--- src/rtl/srxp_pkg.sv ---
/*
 Package for the serial-link receiver PLL and test register bank.
 Holds register offsets, reset values, field layouts and decode tables.
 Assumes an 8-bit register port with 16-bit byte offsets.
*/
package srxp_pkg;

  localparam logic [15:0] OFS_STATUS = 16'h0107;
  localparam logic [15:0] OFS_PHY_PLL_REF_DIVIDER = 16'h0108;
  localparam logic [15:0] OFS_MULT = 16'h0109;
  localparam logic [15:0] OFS_RATE = 16'h010a;
  localparam logic [15:0] OFS_VCO = 16'h010b;
  localparam logic [15:0] OFS_SYNC = 16'h0120;
  localparam logic [15:0] OFS_PRBS = 16'h0121;
  localparam logic [15:0] OFS_WDOG = 16'h0124;

  localparam logic [7:0] RST_PHY_PLL_REF_DIVIDER = 8'h30;
  localparam logic [7:0] RST_MULT = 8'h14;
  localparam logic [7:0] RST_RATE = 8'h00;
  localparam logic [7:0] RST_VCO = 8'h00;
  localparam logic [7:0] RST_SYNC = 8'h01;
  localparam logic [7:0] RST_PRBS = 8'h00;
  localparam logic [7:0] RST_WDOG = 8'h00;

  localparam int STATUS_SYNC_BIT = 5;
  localparam int WDOG_PLL_BIT = 7;

  localparam logic [7:0] MULT_X4 = 8'h10;
  localparam logic [7:0] MULT_X5 = 8'h14;
  localparam logic [7:0] MULT_X8Q = 8'h21;
  localparam logic [7:0] MULT_X10 = 8'h28;

  // Watchdog thresholds as powers of two
  localparam int WDOG_EXP1 = 17;
  localparam int WDOG_EXP2 = 19;
  localparam int WDOG_EXP3 = 21;
  localparam int WDOG_EXP4 = 23;
  localparam int WDOG_W = 24;

  typedef enum logic [2:0] {
    SRXP_PRBS_OFF = 3'b000,
    SRXP_PRBS7 = 3'b001,
    SRXP_PRBS9 = 3'b010,
    SRXP_PRBS15 = 3'b011,
    SRXP_PRBS31 = 3'b100
  } srxp_prbs_t;

  // Decoded settings handed to the PHY
  typedef struct packed {
    logic [5:0] ref_divisor;
    logic [5:0] mult_quarters;
    logic mult_valid;
    logic [3:0] rate_halves;
    logic vco_low_range_flag;
    srxp_prbs_t prbs_mode;
    logic prbs_check_en;
  } srxp_cfg_t;

  // Line rate = f_clk * num / (den * 8)
  typedef struct packed {
    logic [9:0] num;
    logic [5:0] den;
  } srxp_ratio_t;

endpackage

--- src/rtl/srxp_wdog.sv ---
/*
 Link watchdog counter for the receiver PHY.
 Assumes link_up and enable come from logic on sys_clk.
*/
`timescale 1ns/1ps
module srxp_wdog
  import srxp_pkg::*;
#(
  parameter int unsigned TH1 = 1 << WDOG_EXP1,
  parameter int unsigned TH2 = 1 << WDOG_EXP2,
  parameter int unsigned TH3 = 1 << WDOG_EXP3,
  parameter int unsigned TH4 = 1 << WDOG_EXP4
) (
  input wire logic sys_clk,
  input wire logic resetn,
  input wire logic enable,
  input wire logic link_up,
  input wire logic [2:0] threshold_code,
  output logic expired
);

  logic [WDOG_W-1:0] cnt_q, cnt_d, limit;
  logic expired_d;

  always_comb begin
    case (threshold_code)
      3'd1: limit = WDOG_W'(TH1);
      3'd2: limit = WDOG_W'(TH2);
      3'd3: limit = WDOG_W'(TH3);
      3'd4: limit = WDOG_W'(TH4);
      default: limit = '0;
    endcase
  end

  always_comb begin
    cnt_d = cnt_q;
    expired_d = 1'b0;
    // Code zero or reserved codes leave the watchdog idle
    if (!enable || limit == '0) begin
      cnt_d = '0;
    end else if (cnt_q + 1'b1 >= limit && !link_up) begin
      cnt_d = '0;
      expired_d = 1'b1;
    end else if (!link_up) begin
      cnt_d = cnt_q + 1'b1;
    end else if (cnt_q != '0) begin
      cnt_d = cnt_q - 1'b1;
    end
  end

  always_ff @(posedge sys_clk) begin
    if (!resetn) begin
      cnt_q <= '0;
      expired <= 1'b0;
    end else begin
      cnt_q <= cnt_d;
      expired <= expired_d;
    end
  end

endmodule

--- src/rtl/srxp_regs.sv ---
/*
 Receiver PLL, line-rate, sync and test configuration register bank.
 Assumes a byte-wide register port on sys_clk and PHY logic on sys_clk.
*/
// Notes on behaviour
// - Six-bit reference divisor, resets to 48
// - Multiplier codes 0x10,0x14,0x21,0x28 decode
// - Rate field picks 4, 2, 1, 0.5
// - Writing zero forces the sync request
// - Pattern code 0 normal, 1-4 PRBS
// - Status bit reads sync state, low asserted
// - Watchdog codes 0 and 5-7 disable, 1-4 reset
`timescale 1ns/1ps
module srxp_regs
  import srxp_pkg::*;
#(
  parameter int unsigned WDOG_TH1 = 1 << WDOG_EXP1,
  parameter int unsigned WDOG_TH2 = 1 << WDOG_EXP2,
  parameter int unsigned WDOG_TH3 = 1 << WDOG_EXP3,
  parameter int unsigned WDOG_TH4 = 1 << WDOG_EXP4
) (
  input wire logic sys_clk,
  input wire logic resetn,
  input wire logic reg_wr,
  input wire logic reg_rd,
  input wire logic [15:0] reg_addr,
  input wire logic [7:0] reg_wdata,
  output logic [7:0] reg_rdata,
  output logic reg_rvalid,
  input wire logic link_enable,
  input wire logic link_up,
  input wire logic link_sync_req_low,
  output logic sync_req_low,
  output srxp_cfg_t cfg,
  output srxp_ratio_t line_ratio,
  output logic phy_reset,
  output logic phy_pll_reset
);

  logic [7:0] phy_pll_ref_divider_q, phy_pll_ref_divider_d, mult_q, mult_d, rate_q, rate_d;
  logic [7:0] vco_q, vco_d, sync_q, sync_d, prbs_q, prbs_d;
  logic [7:0] wdog_q, wdog_d, rdata_d;
  logic sync_req_low_d, wdog_expired;
  srxp_cfg_t cfg_d;
  srxp_ratio_t ratio_d;

  function automatic logic [5:0] mult_to_quarters(input logic [7:0] code);
    case (code)
      MULT_X4, MULT_X5, MULT_X8Q, MULT_X10: mult_to_quarters = code[5:0];
      default: mult_to_quarters = 6'h00;
    endcase
  endfunction

  function automatic logic [3:0] rate_to_halves(input logic [1:0] code);
    case (code)
      2'b00: rate_to_halves = 4'h8;
      2'b01: rate_to_halves = 4'h4;
      2'b10: rate_to_halves = 4'h2;
      default: rate_to_halves = 4'h1;
    endcase
  endfunction

  // Register writes; full bytes kept so reserved bits read back
  always_comb begin
    phy_pll_ref_divider_d = phy_pll_ref_divider_q;
    mult_d = mult_q;
    rate_d = rate_q;
    vco_d = vco_q;
    sync_d = sync_q;
    prbs_d = prbs_q;
    wdog_d = wdog_q;
    if (reg_wr) begin
      case (reg_addr)
        OFS_PHY_PLL_REF_DIVIDER: phy_pll_ref_divider_d = reg_wdata;
        OFS_MULT: mult_d = reg_wdata;
        OFS_RATE: rate_d = reg_wdata;
        OFS_VCO: vco_d = reg_wdata;
        OFS_SYNC: sync_d = reg_wdata;
        OFS_PRBS: prbs_d = reg_wdata;
        OFS_WDOG: wdog_d = reg_wdata;
        default: ;
      endcase
    end
  end

  always_ff @(posedge sys_clk) begin
    if (!resetn) begin
      phy_pll_ref_divider_q <= RST_PHY_PLL_REF_DIVIDER;
      mult_q <= RST_MULT;
      rate_q <= RST_RATE;
      vco_q <= RST_VCO;
      sync_q <= RST_SYNC;
      prbs_q <= RST_PRBS;
      wdog_q <= RST_WDOG;
    end else begin
      phy_pll_ref_divider_q <= phy_pll_ref_divider_d;
      mult_q <= mult_d;
      rate_q <= rate_d;
      vco_q <= vco_d;
      sync_q <= sync_d;
      prbs_q <= prbs_d;
      wdog_q <= wdog_d;
    end
  end

  // Decoded settings; values are not held off while the link runs,
  // software is trusted to change them only with the link disabled
  always_comb begin
    cfg_d.ref_divisor = phy_pll_ref_divider_q[5:0];
    cfg_d.mult_quarters = mult_to_quarters(mult_q);
    cfg_d.mult_valid = (cfg_d.mult_quarters != 6'h00);
    cfg_d.rate_halves = rate_to_halves(rate_q[1:0]);
    cfg_d.vco_low_range_flag = vco_q[0];
    case (prbs_q[4:0])
      5'd1: cfg_d.prbs_mode = SRXP_PRBS7;
      5'd2: cfg_d.prbs_mode = SRXP_PRBS9;
      5'd3: cfg_d.prbs_mode = SRXP_PRBS15;
      5'd4: cfg_d.prbs_mode = SRXP_PRBS31;
      default: cfg_d.prbs_mode = SRXP_PRBS_OFF;
    endcase
    cfg_d.prbs_check_en = (cfg_d.prbs_mode != SRXP_PRBS_OFF);
    // Ratio in eighths: quarters of multiplier times halves of rate
    // Widen before the product, 40 quarters times 8 halves needs 9 bits
    ratio_d.num = 10'(cfg_d.mult_quarters) * 10'(cfg_d.rate_halves);
    ratio_d.den = phy_pll_ref_divider_q[5:0];
    // Manual request joins the link layer's own request
    sync_req_low_d = sync_q[0] & link_sync_req_low;
  end

  always_ff @(posedge sys_clk) begin
    if (!resetn) begin
      cfg <= '0;
      line_ratio <= '0;
      sync_req_low <= 1'b1;
    end else begin
      cfg <= cfg_d;
      line_ratio <= ratio_d;
      sync_req_low <= sync_req_low_d;
    end
  end

  srxp_wdog #(
    .TH1(WDOG_TH1),
    .TH2(WDOG_TH2),
    .TH3(WDOG_TH3),
    .TH4(WDOG_TH4)
  ) u_wdog (
    .sys_clk(sys_clk),
    .resetn(resetn),
    .enable(link_enable),
    .link_up(link_up),
    .threshold_code(wdog_q[2:0]),
    .expired(wdog_expired)
  );

  assign phy_reset = wdog_expired;
  assign phy_pll_reset = wdog_expired & wdog_q[WDOG_PLL_BIT];

  // Read path; unmapped offsets read zero
  always_comb begin
    rdata_d = 8'h00;
    case (reg_addr)
      OFS_STATUS: rdata_d[STATUS_SYNC_BIT] = sync_req_low;
      OFS_PHY_PLL_REF_DIVIDER: rdata_d = phy_pll_ref_divider_q;
      OFS_MULT: rdata_d = mult_q;
      OFS_RATE: rdata_d = rate_q;
      OFS_VCO: rdata_d = vco_q;
      OFS_SYNC: rdata_d = sync_q;
      OFS_PRBS: rdata_d = prbs_q;
      OFS_WDOG: rdata_d = wdog_q;
      default: rdata_d = 8'h00;
    endcase
  end

  always_ff @(posedge sys_clk) begin
    if (!resetn) begin
      reg_rdata <= 8'h00;
      reg_rvalid <= 1'b0;
    end else begin
      reg_rdata <= reg_rd ? rdata_d : reg_rdata;
      reg_rvalid <= reg_rd;
    end
  end

endmodule

--- config.mk ---
export PLATFORM = sky130hd
export DESIGN_NAME = srxp_regs
export DESIGN_NICKNAME = d
export VERILOG_FILES = /design/src/rtl/srxp_pkg.sv /design/src/rtl/srxp_wdog.sv /design/src/rtl/srxp_regs.sv
export SDC_FILE = /design/constraint.sdc
export NUM_CORES = 1
export LEC_CHECK = 0
export ABC_AREA = 1
export BUFFER_PORTS_ARGS = -buffer_cell sky130_fd_sc_hd__buf_2
export CAP_MARGIN = 20
export CELL_PAD_IN_SITES_DETAIL_PLACEMENT = 1
export CELL_PAD_IN_SITES_GLOBAL_PLACEMENT = 1
export CORE_UTILIZATION = 45
export CTS_CLUSTER_SIZE = 10
export DETAILED_ROUTE_END_ITERATION = 10
export HOLD_SLACK_MARGIN = 0.12
export PLACE_DENSITY = 0.86
export SLEW_MARGIN = 20
export SYNTH_ARGS = -nofsm -noshare
export SYNTH_HDL_FRONTEND = slang
export SYNTH_SLANG_ARGS = --single-unit
--- constraint.sdc ---
create_clock -name sys_clk -period 10.85 [get_ports sys_clk]
set_input_delay 0 -clock sys_clk [delete_from_list [all_inputs] [get_ports sys_clk]]
set_output_delay 0 -clock sys_clk [all_outputs]
set_load 0.005 [all_outputs]
# After elaboration in Yosys (flattened, before gate mapping)
# Cells that the tools add are included.
op_classes:
  bitwise: 3
  reduce_logical: 19
  muxes: 10
  add_sub_neg: 2
  n_eq_ne: 23
  n_mul: 1
  shift: 0
  div_mod_pow: 0
  magnitude_cmp: 1
ops:
  columns: ["operator", "count"]
  rows:
  - ["equality test 16 x 9 -> 1 bit (second input constant)", 8]
  - ["one-hot mux 24 bit (4 select lines)", 1]
  - ["2-to-1 mux 24 bit", 2]
  - ["one-hot mux 5 bit (7 select lines)", 1]
  - ["adder 24 x 1 -> 24 bit (second input constant)", 1]
  - [">= comparator 24 bit", 1]
  - ["zero test 24 bit", 1]
  - ["nonzero test 24 bit", 1]
  - ["subtractor 24 x 1 -> 24 bit (second input constant)", 1]
  - ["equality test 8 x 5 -> 1 bit (second input constant)", 2]
  - ["equality test 8 x 6 -> 1 bit (second input constant)", 2]
  - ["one-hot mux 2 bit (7 select lines)", 1]
  - ["AND reduction 2 bit", 7]
  - ["one-hot mux 3 bit (4 select lines)", 1]
  - ["one-hot mux 4 bit (3 select lines)", 1]
  - ["equality test 5 x 2 -> 1 bit (second input constant)", 2]
  - ["multiplier 6 x 4 -> 10 bit", 1]
  - ["one-hot mux 1 bit (8 select lines)", 1]
  - ["equality test 3 x 2 -> 1 bit (second input constant)", 2]
  - ["2-to-1 mux 6 bit", 1]
  - ["nonzero test 6 bit", 1]
  - ["equality test 5 x 1 -> 1 bit (second input constant)", 1]
  - ["equality test 5 x 3 -> 1 bit (second input constant)", 1]
  - ["OR reduction 4 bit", 1]
  - ["15 further kinds", 17]
totals:
  in_bits: 31
  latchBits: 0
  ram_bits: 0
  romBits: 0
  n_memories: 0
  output_inout_bits: 50
  reg_bits: 123

# Depth between registers and ports, before layout
depth:
  depth_word: 5
  ltp_mapped: 23
  depth_no_buf: 23

# Cells and area by module
# From an unflattened synthesis, not the netlist that was laid out.
unflattened:
  cells_unflattened: 1047
  area_unflattened_um2: 7164.4
by_module_without_submodules:
  columns: ["mod", "area_each_um2", "n_inst", "cells_per_inst"]
  rows:
  - ["srxp_regs", 4723.3, 1, 636]
  - ["srxp_wdog", 2441.1, 1, 411]

# Least setup slack after synthesis
# No wires, ideal clock.
synth_path:
  path_type: "register to register"
  start: "register mult_q[6]"
  end: "register line_ratio[14] in the netlist's numbering"
  required_ns: 10.730
  path_buffers: 0
  period_less_slack_ns: 3.660
  path_stages_with_launch: 20
  arrival_ns: 3.540
  setup_ns: 0.120
  setup_slack_ns: 7.190
  cell_sequence: "dfxtp_1 nor2_1 nand2_1 a2111oi_0 inv_1 nor2_1 nand2_1 fa_1 inv_1 fa_1 inv_1 fa_1 nor2_1 o21ai_0 nand2_1 nand2_1 nand2_1 a21oi_1 o21ai_0 a21oi_1"
synth_between:
  elab_chain_len: 4
synth_rtl:
  columns: ["element", "line_no", "rtl"]
  rows:
  - ["start: declaration", "srxp_regs.sv:40", "logic [7:0] phy_pll_ref_divider_q, phy_pll_ref_divider_d, mult_q, mult_d, rate_q, rate_d;"]
  - ["start signal: assignment", "srxp_regs.sv:97", "mult_q <= mult_d;"]
  - ["equality test 8 x 5 -> 1 bit / equality test 8 x 6 -> 1 bit (equally long branches)", "srxp_regs.sv:48", "case (code)"]
  - ["OR reduction 4 bit *", "srxp_regs.sv:48", null]
  - ["2-to-1 mux 6 bit *", "srxp_regs.sv:48", null]
  - ["multiplier 6 x 4 -> 10 bit *", "srxp_regs.sv:124", "ratio_d.num = 10'(cfg_d.mult_quarters) * 10'(cfg_d.rate_halves);"]
  - ["end signal: assignment", "srxp_regs.sv:137", "line_ratio <= ratio_d;"]
  - ["end: declaration", "srxp_regs.sv:35", "output srxp_ratio_t line_ratio,"]
# Every way passes the cells marked *; elsewhere a longest branch is shown, timed or not.
# A chain may end at the register's enable or synchronous reset.

# Final worst setup path
layout_path:
  start: "register mult_q[6]"
  end: "register line_ratio[15] in the netlist's numbering"
# The elaborated chain is that of the path after synthesis.

==> flow_metrics.env <==
export IMPL_run_status="complete, no violations"
export IMPL_firstDrtPassIters=6
export IMPL_area_share_of_the_largest_cell_type_after_synthesis=0.354
export IMPL_finalWorstSetupSlack_ns=6.35
export IMPL_post_route_cells_drive_above_1_share=0.120
export IMPL_synth_cell_type_count=36
export IMPL_cap_violations=0
export IMPL_design_die_area_mm2=0.0160
export IMPL_clock_insertion_delay_worst_skew_ns=0.43
export IMPL_place_detailed_instances=1269
export IMPL_ys_ff_latch=123
export IMPL_cts_resized=0
export IMPL_synth_area_per_cell_um2=6.72
export IMPL_timing_critical_path_max_delay_family="simple AND/OR/NAND/NOR gates"
export IMPL_postLayoutCellArea_mm2=0.00819
export IMPL_timing_critical_path_slowest_stage_cell="sky130_fd_sc_hd__a2111oi_1"
export IMPL_fraction_of_the_yosys_area_taken_by_sequential_cells=0.354
export IMPL_floorplan_initialDensity=0.459
export IMPL_main_combinational_cell_family_by_area_after_synthesis="simple AND/OR/NAND/NOR gates"
export IMPL_numPortBuffers=80
export IMPL_cellLeakagePower_nw=3.78
export IMPL_postCtsSetupBuffers=0
export IMPL_global_route_wire_length_before_repair_um=37100
export IMPL_clock_root_buffer="sky130_fd_sc_hd__clkbuf_16"
export IMPL_holdWs_ns=0.149
export IMPL_worst_path_arrival_time_ns=4.86
export IMPL_timing_final_setup_violations=0
export IMPL_worst_setup_path_end_kind="register"
export IMPL_totalNegativeSetupSlack_ns=0
export IMPL_path_buf_inv=4
export IMPL_dominantRegCellSynth="sky130_fd_sc_hd__dfxtp_1"
export IMPL_synth_mux_area_frac=0
export IMPL_slew_worst_pin_ns=1.05
export IMPL_post_drt_antenna_nets=0
export IMPL_routed_via_count=7111
export IMPL_timing_hold_worst_class="input pin to register"
export IMPL_synth_area_top_cells="sky130_fd_sc_hd__dfxtp_1 35%, sky130_fd_sc_hd__nand2_1 11%, sky130_fd_sc_hd__nor2_1 8.9%, sky130_fd_sc_hd__inv_1 7.9%, sky130_fd_sc_hd__nand3_1 5.0%"
export IMPL_adder_and_majority_gate_portion_of_the_synthesized_area=0.0626
export IMPL_number_of_global_route_vias_before_repair=7405
export IMPL_gp_congestion=0.905
export IMPL_grt_max_degree=53
export IMPL_synth_cells=1036
export IMPL_clock_sinks=123
export IMPL_htree_levels=4
export IMPL_drt_wl_total_um=22800
export IMPL_drt_initial_drc_count=396
export IMPL_n_antenna_cell=0
export IMPL_antenna_found_initial=0
export IMPL_post_route_period_util=0.415
export IMPL_post_synth_top_area_cell="sky130_fd_sc_hd__dfxtp_1"
export IMPL_max_slew_margin=0.300
export IMPL_ys_async_sr_fraction=0
export IMPL_worst_ep_required_time_ns=11.21
export IMPL_post_synthesis_compound_gate_area_fraction=0.145
export IMPL_mappedNetlistArea_mm2=0.00696
export IMPL_critPathKind="register to register"
export IMPL_final_nets=1176
export IMPL_timing_clock_skew_ns=0.00883
export IMPL_cts_reportedPaths_clkPinSlew_ns=0.06
export IMPL_grt_remaining_overflow=0
export IMPL_grt_setup_unrepaired="no"
export IMPL_basic_gate_share_of_the_synthesized_area_counting_and_or_nand_and_nor_cells=0.299
export IMPL_coreArea_mm2=0.0151
export IMPL_tritoncts_num_buffers=17
export IMPL_design_portCount=81
export IMPL_die_height_um=126
export IMPL_post_dp_hpwl_um=16100
export IMPL_cts_hold_buf=15
export IMPL_worst_ir_drop_vdd_v=0.000117
export IMPL_hold_viol_final=0
export IMPL_cp_max_fo=4
export IMPL_xor_xnor_fraction_of_synth_area=0.0302
export IMPL_drc_violation_count_after_routing=0
export IMPL_fp_dieW_um=126
export IMPL_power_density_cell_area_mw_per_mm2=132
export IMPL_route_detailed_vias_per_inst=5.40
export IMPL_max_freq_mhz=222
export IMPL_avgRoutedWirePerCell_um=17.3
export IMPL_layout_min_cycle_time_ns=4.50
export IMPL_crit_path_cell_trace="nor2_1 > nand2_1 > a2111oi_1 > inv_1 > nor2_1 > inv_1 > nor2_1 > fa_1 > inv_1 > fa_1 > inv_1 > ha_1 > a21oi_1 > nand2_1 > nand2_1 > nand2_1 > a21oi_1 > nor2_1 > nor2_1 > o21bai_1 > nand2_1 > nand2_1 > nor2_1"
export IMPL_final_slew_violations=0
export IMPL_syn_to_final_growth_pct=17.7
export IMPL_fin_cells=1316
export IMPL_synth_edff_count=0
export IMPL_post_synth_most_frequent_cells="196 x sky130_fd_sc_hd__nand2_1, 165 x sky130_fd_sc_hd__nor2_1, 146 x sky130_fd_sc_hd__inv_1, 123 x sky130_fd_sc_hd__dfxtp_1, 69 x sky130_fd_sc_hd__nand3_1"
export IMPL_cts_tree="done"
export IMPL_synthMostInstantiatedCell="sky130_fd_sc_hd__nand2_1"
export IMPL_critical_path_max_stage_delay_ns=0.80
export IMPL_global_route_usage_total=0.300
export IMPL_dpl_instance_area_mm2=0.00744
export IMPL_yosysWarningCount=0
export IMPL_clockBufferDepth=2
export IMPL_start_kind="register"
export IMPL_fp_row_count=45
export IMPL_dp_worst_setup_slack_ns=6.54
[worst min-delay path: stages]
cell                       delay, ns
sky130_fd_sc_hd__buf_2          0.10
sky130_fd_sc_hd__buf_4          0.28
sky130_fd_sc_hd__o211ai_1       0.16
[power by group]
part	switching [mW]	leakage, nW	internal (mW)
logic	0.0320	2.49	0.0163
registers	0.000864	0.996	0.455
clock network	0.230	0.286	0.349
[layer usage]
metal | GRT usage | vias to the layer above | share of wire
met1 | 0.349 | 3408 | 0.44
met5 | 0 | - | 0
met4 | 0.147 | 0 | 0.036
met2 | 0.531 | 147 | 0.49
met3 | 0.0553 | 47 | 0.030
li1 | - | 3509 | -
[cell families after synthesis]
| kind of cell | Yosys count |
|---|---|
| fa+ha+maj | 30 |
| simple gates | 491 |
| other cells | 2 |
| compound gates | 177 |
| xor+xnor | 24 |
| flops | 123 |
| buf+inv | 189 |
[layout make-up]
type,count,area (um2)
Sequential cell,123,2460
Inverter,147,552
Multi-Input combinational cell,727,3760
Fill cell,1980,6960
Tap cell,188,235
Clock buffer,18,439
Clock inverter,14,160
Timing Repair Buffer,99,581
[cell usage in the layout (no fill, tap or decap), types with 2 or more instances in the layout]
cell and count:
sky130_fd_sc_hd__nand2_1 196, sky130_fd_sc_hd__nor2_1 164, sky130_fd_sc_hd__inv_1 146, sky130_fd_sc_hd__dfxtp_1 123, sky130_fd_sc_hd__buf_2 80, sky130_fd_sc_hd__nand3_1 69
sky130_fd_sc_hd__a21oi_1 64, sky130_fd_sc_hd__o21ai_0 58, sky130_fd_sc_hd__xor2_1 22, sky130_fd_sc_hd__ha_1 22, sky130_fd_sc_hd__nor3_1 18, sky130_fd_sc_hd__o211ai_1 18
sky130_fd_sc_hd__nand4_1 17, sky130_fd_sc_hd__clkbuf_16 17, sky130_fd_sc_hd__a211oi_1 16, sky130_fd_sc_hd__o22ai_1 15, sky130_fd_sc_hd__dlygate4sd3_1 15, sky130_fd_sc_hd__nor2_2 9
sky130_fd_sc_hd__nor4_1 8, sky130_fd_sc_hd__fa_1 8, sky130_fd_sc_hd__conb_1 5, sky130_fd_sc_hd__inv_6 5, sky130_fd_sc_hd__buf_4 4, sky130_fd_sc_hd__nand2_2 3
sky130_fd_sc_hd__clkinvlp_4 3, sky130_fd_sc_hd__nor2_4 2, sky130_fd_sc_hd__o21bai_1 2, sky130_fd_sc_hd__xnor2_1 2, sky130_fd_sc_hd__o311ai_0 2, sky130_fd_sc_hd__bufinv_16 2
sky130_fd_sc_hd__clkinv_4 2
[sequential cells by signal, indices dropped and copies added, names as in the netlist]
| name | count |
|---|---|
| wdog_q | 8 |
| cfg | 16 |
| u_wdog.cnt_q | 24 |
| rate_q | 8 |
| prbs_q | 8 |
| vco_q | 8 |
| mult_q | 8 |
| reg_rdata | 8 |
| u_wdog.expired | 1 |
| phy_pll_ref_divider_q | 8 |
| sync_q | 8 |
| line_ratio | 16 |
| reg_rvalid | 1 |
| sync_req_low | 1 |
[final timing paths]
path,to,depth (start not counted),slack [ns],startpoint
setup / recovery,line_ratio[15],23,6.35,mult_q[6]
hold / removal,phy_pll_ref_divider_q[4],3,0.15,resetn
setup reg to reg,line_ratio[15],23,6.35,mult_q[6]
hold reg to reg,cfg[4],2,0.45,vco_q[0]
[through the flow]
step	util	total power, mW
finish	0.541	1.08
global route	0.541	1.11
CTS	0.540	1.09
detailed placement	0.491	0.509
global placement	0.491	0.508
floorplan	-	0.490
No activity file was read; power rests on OpenSTA's default activity.
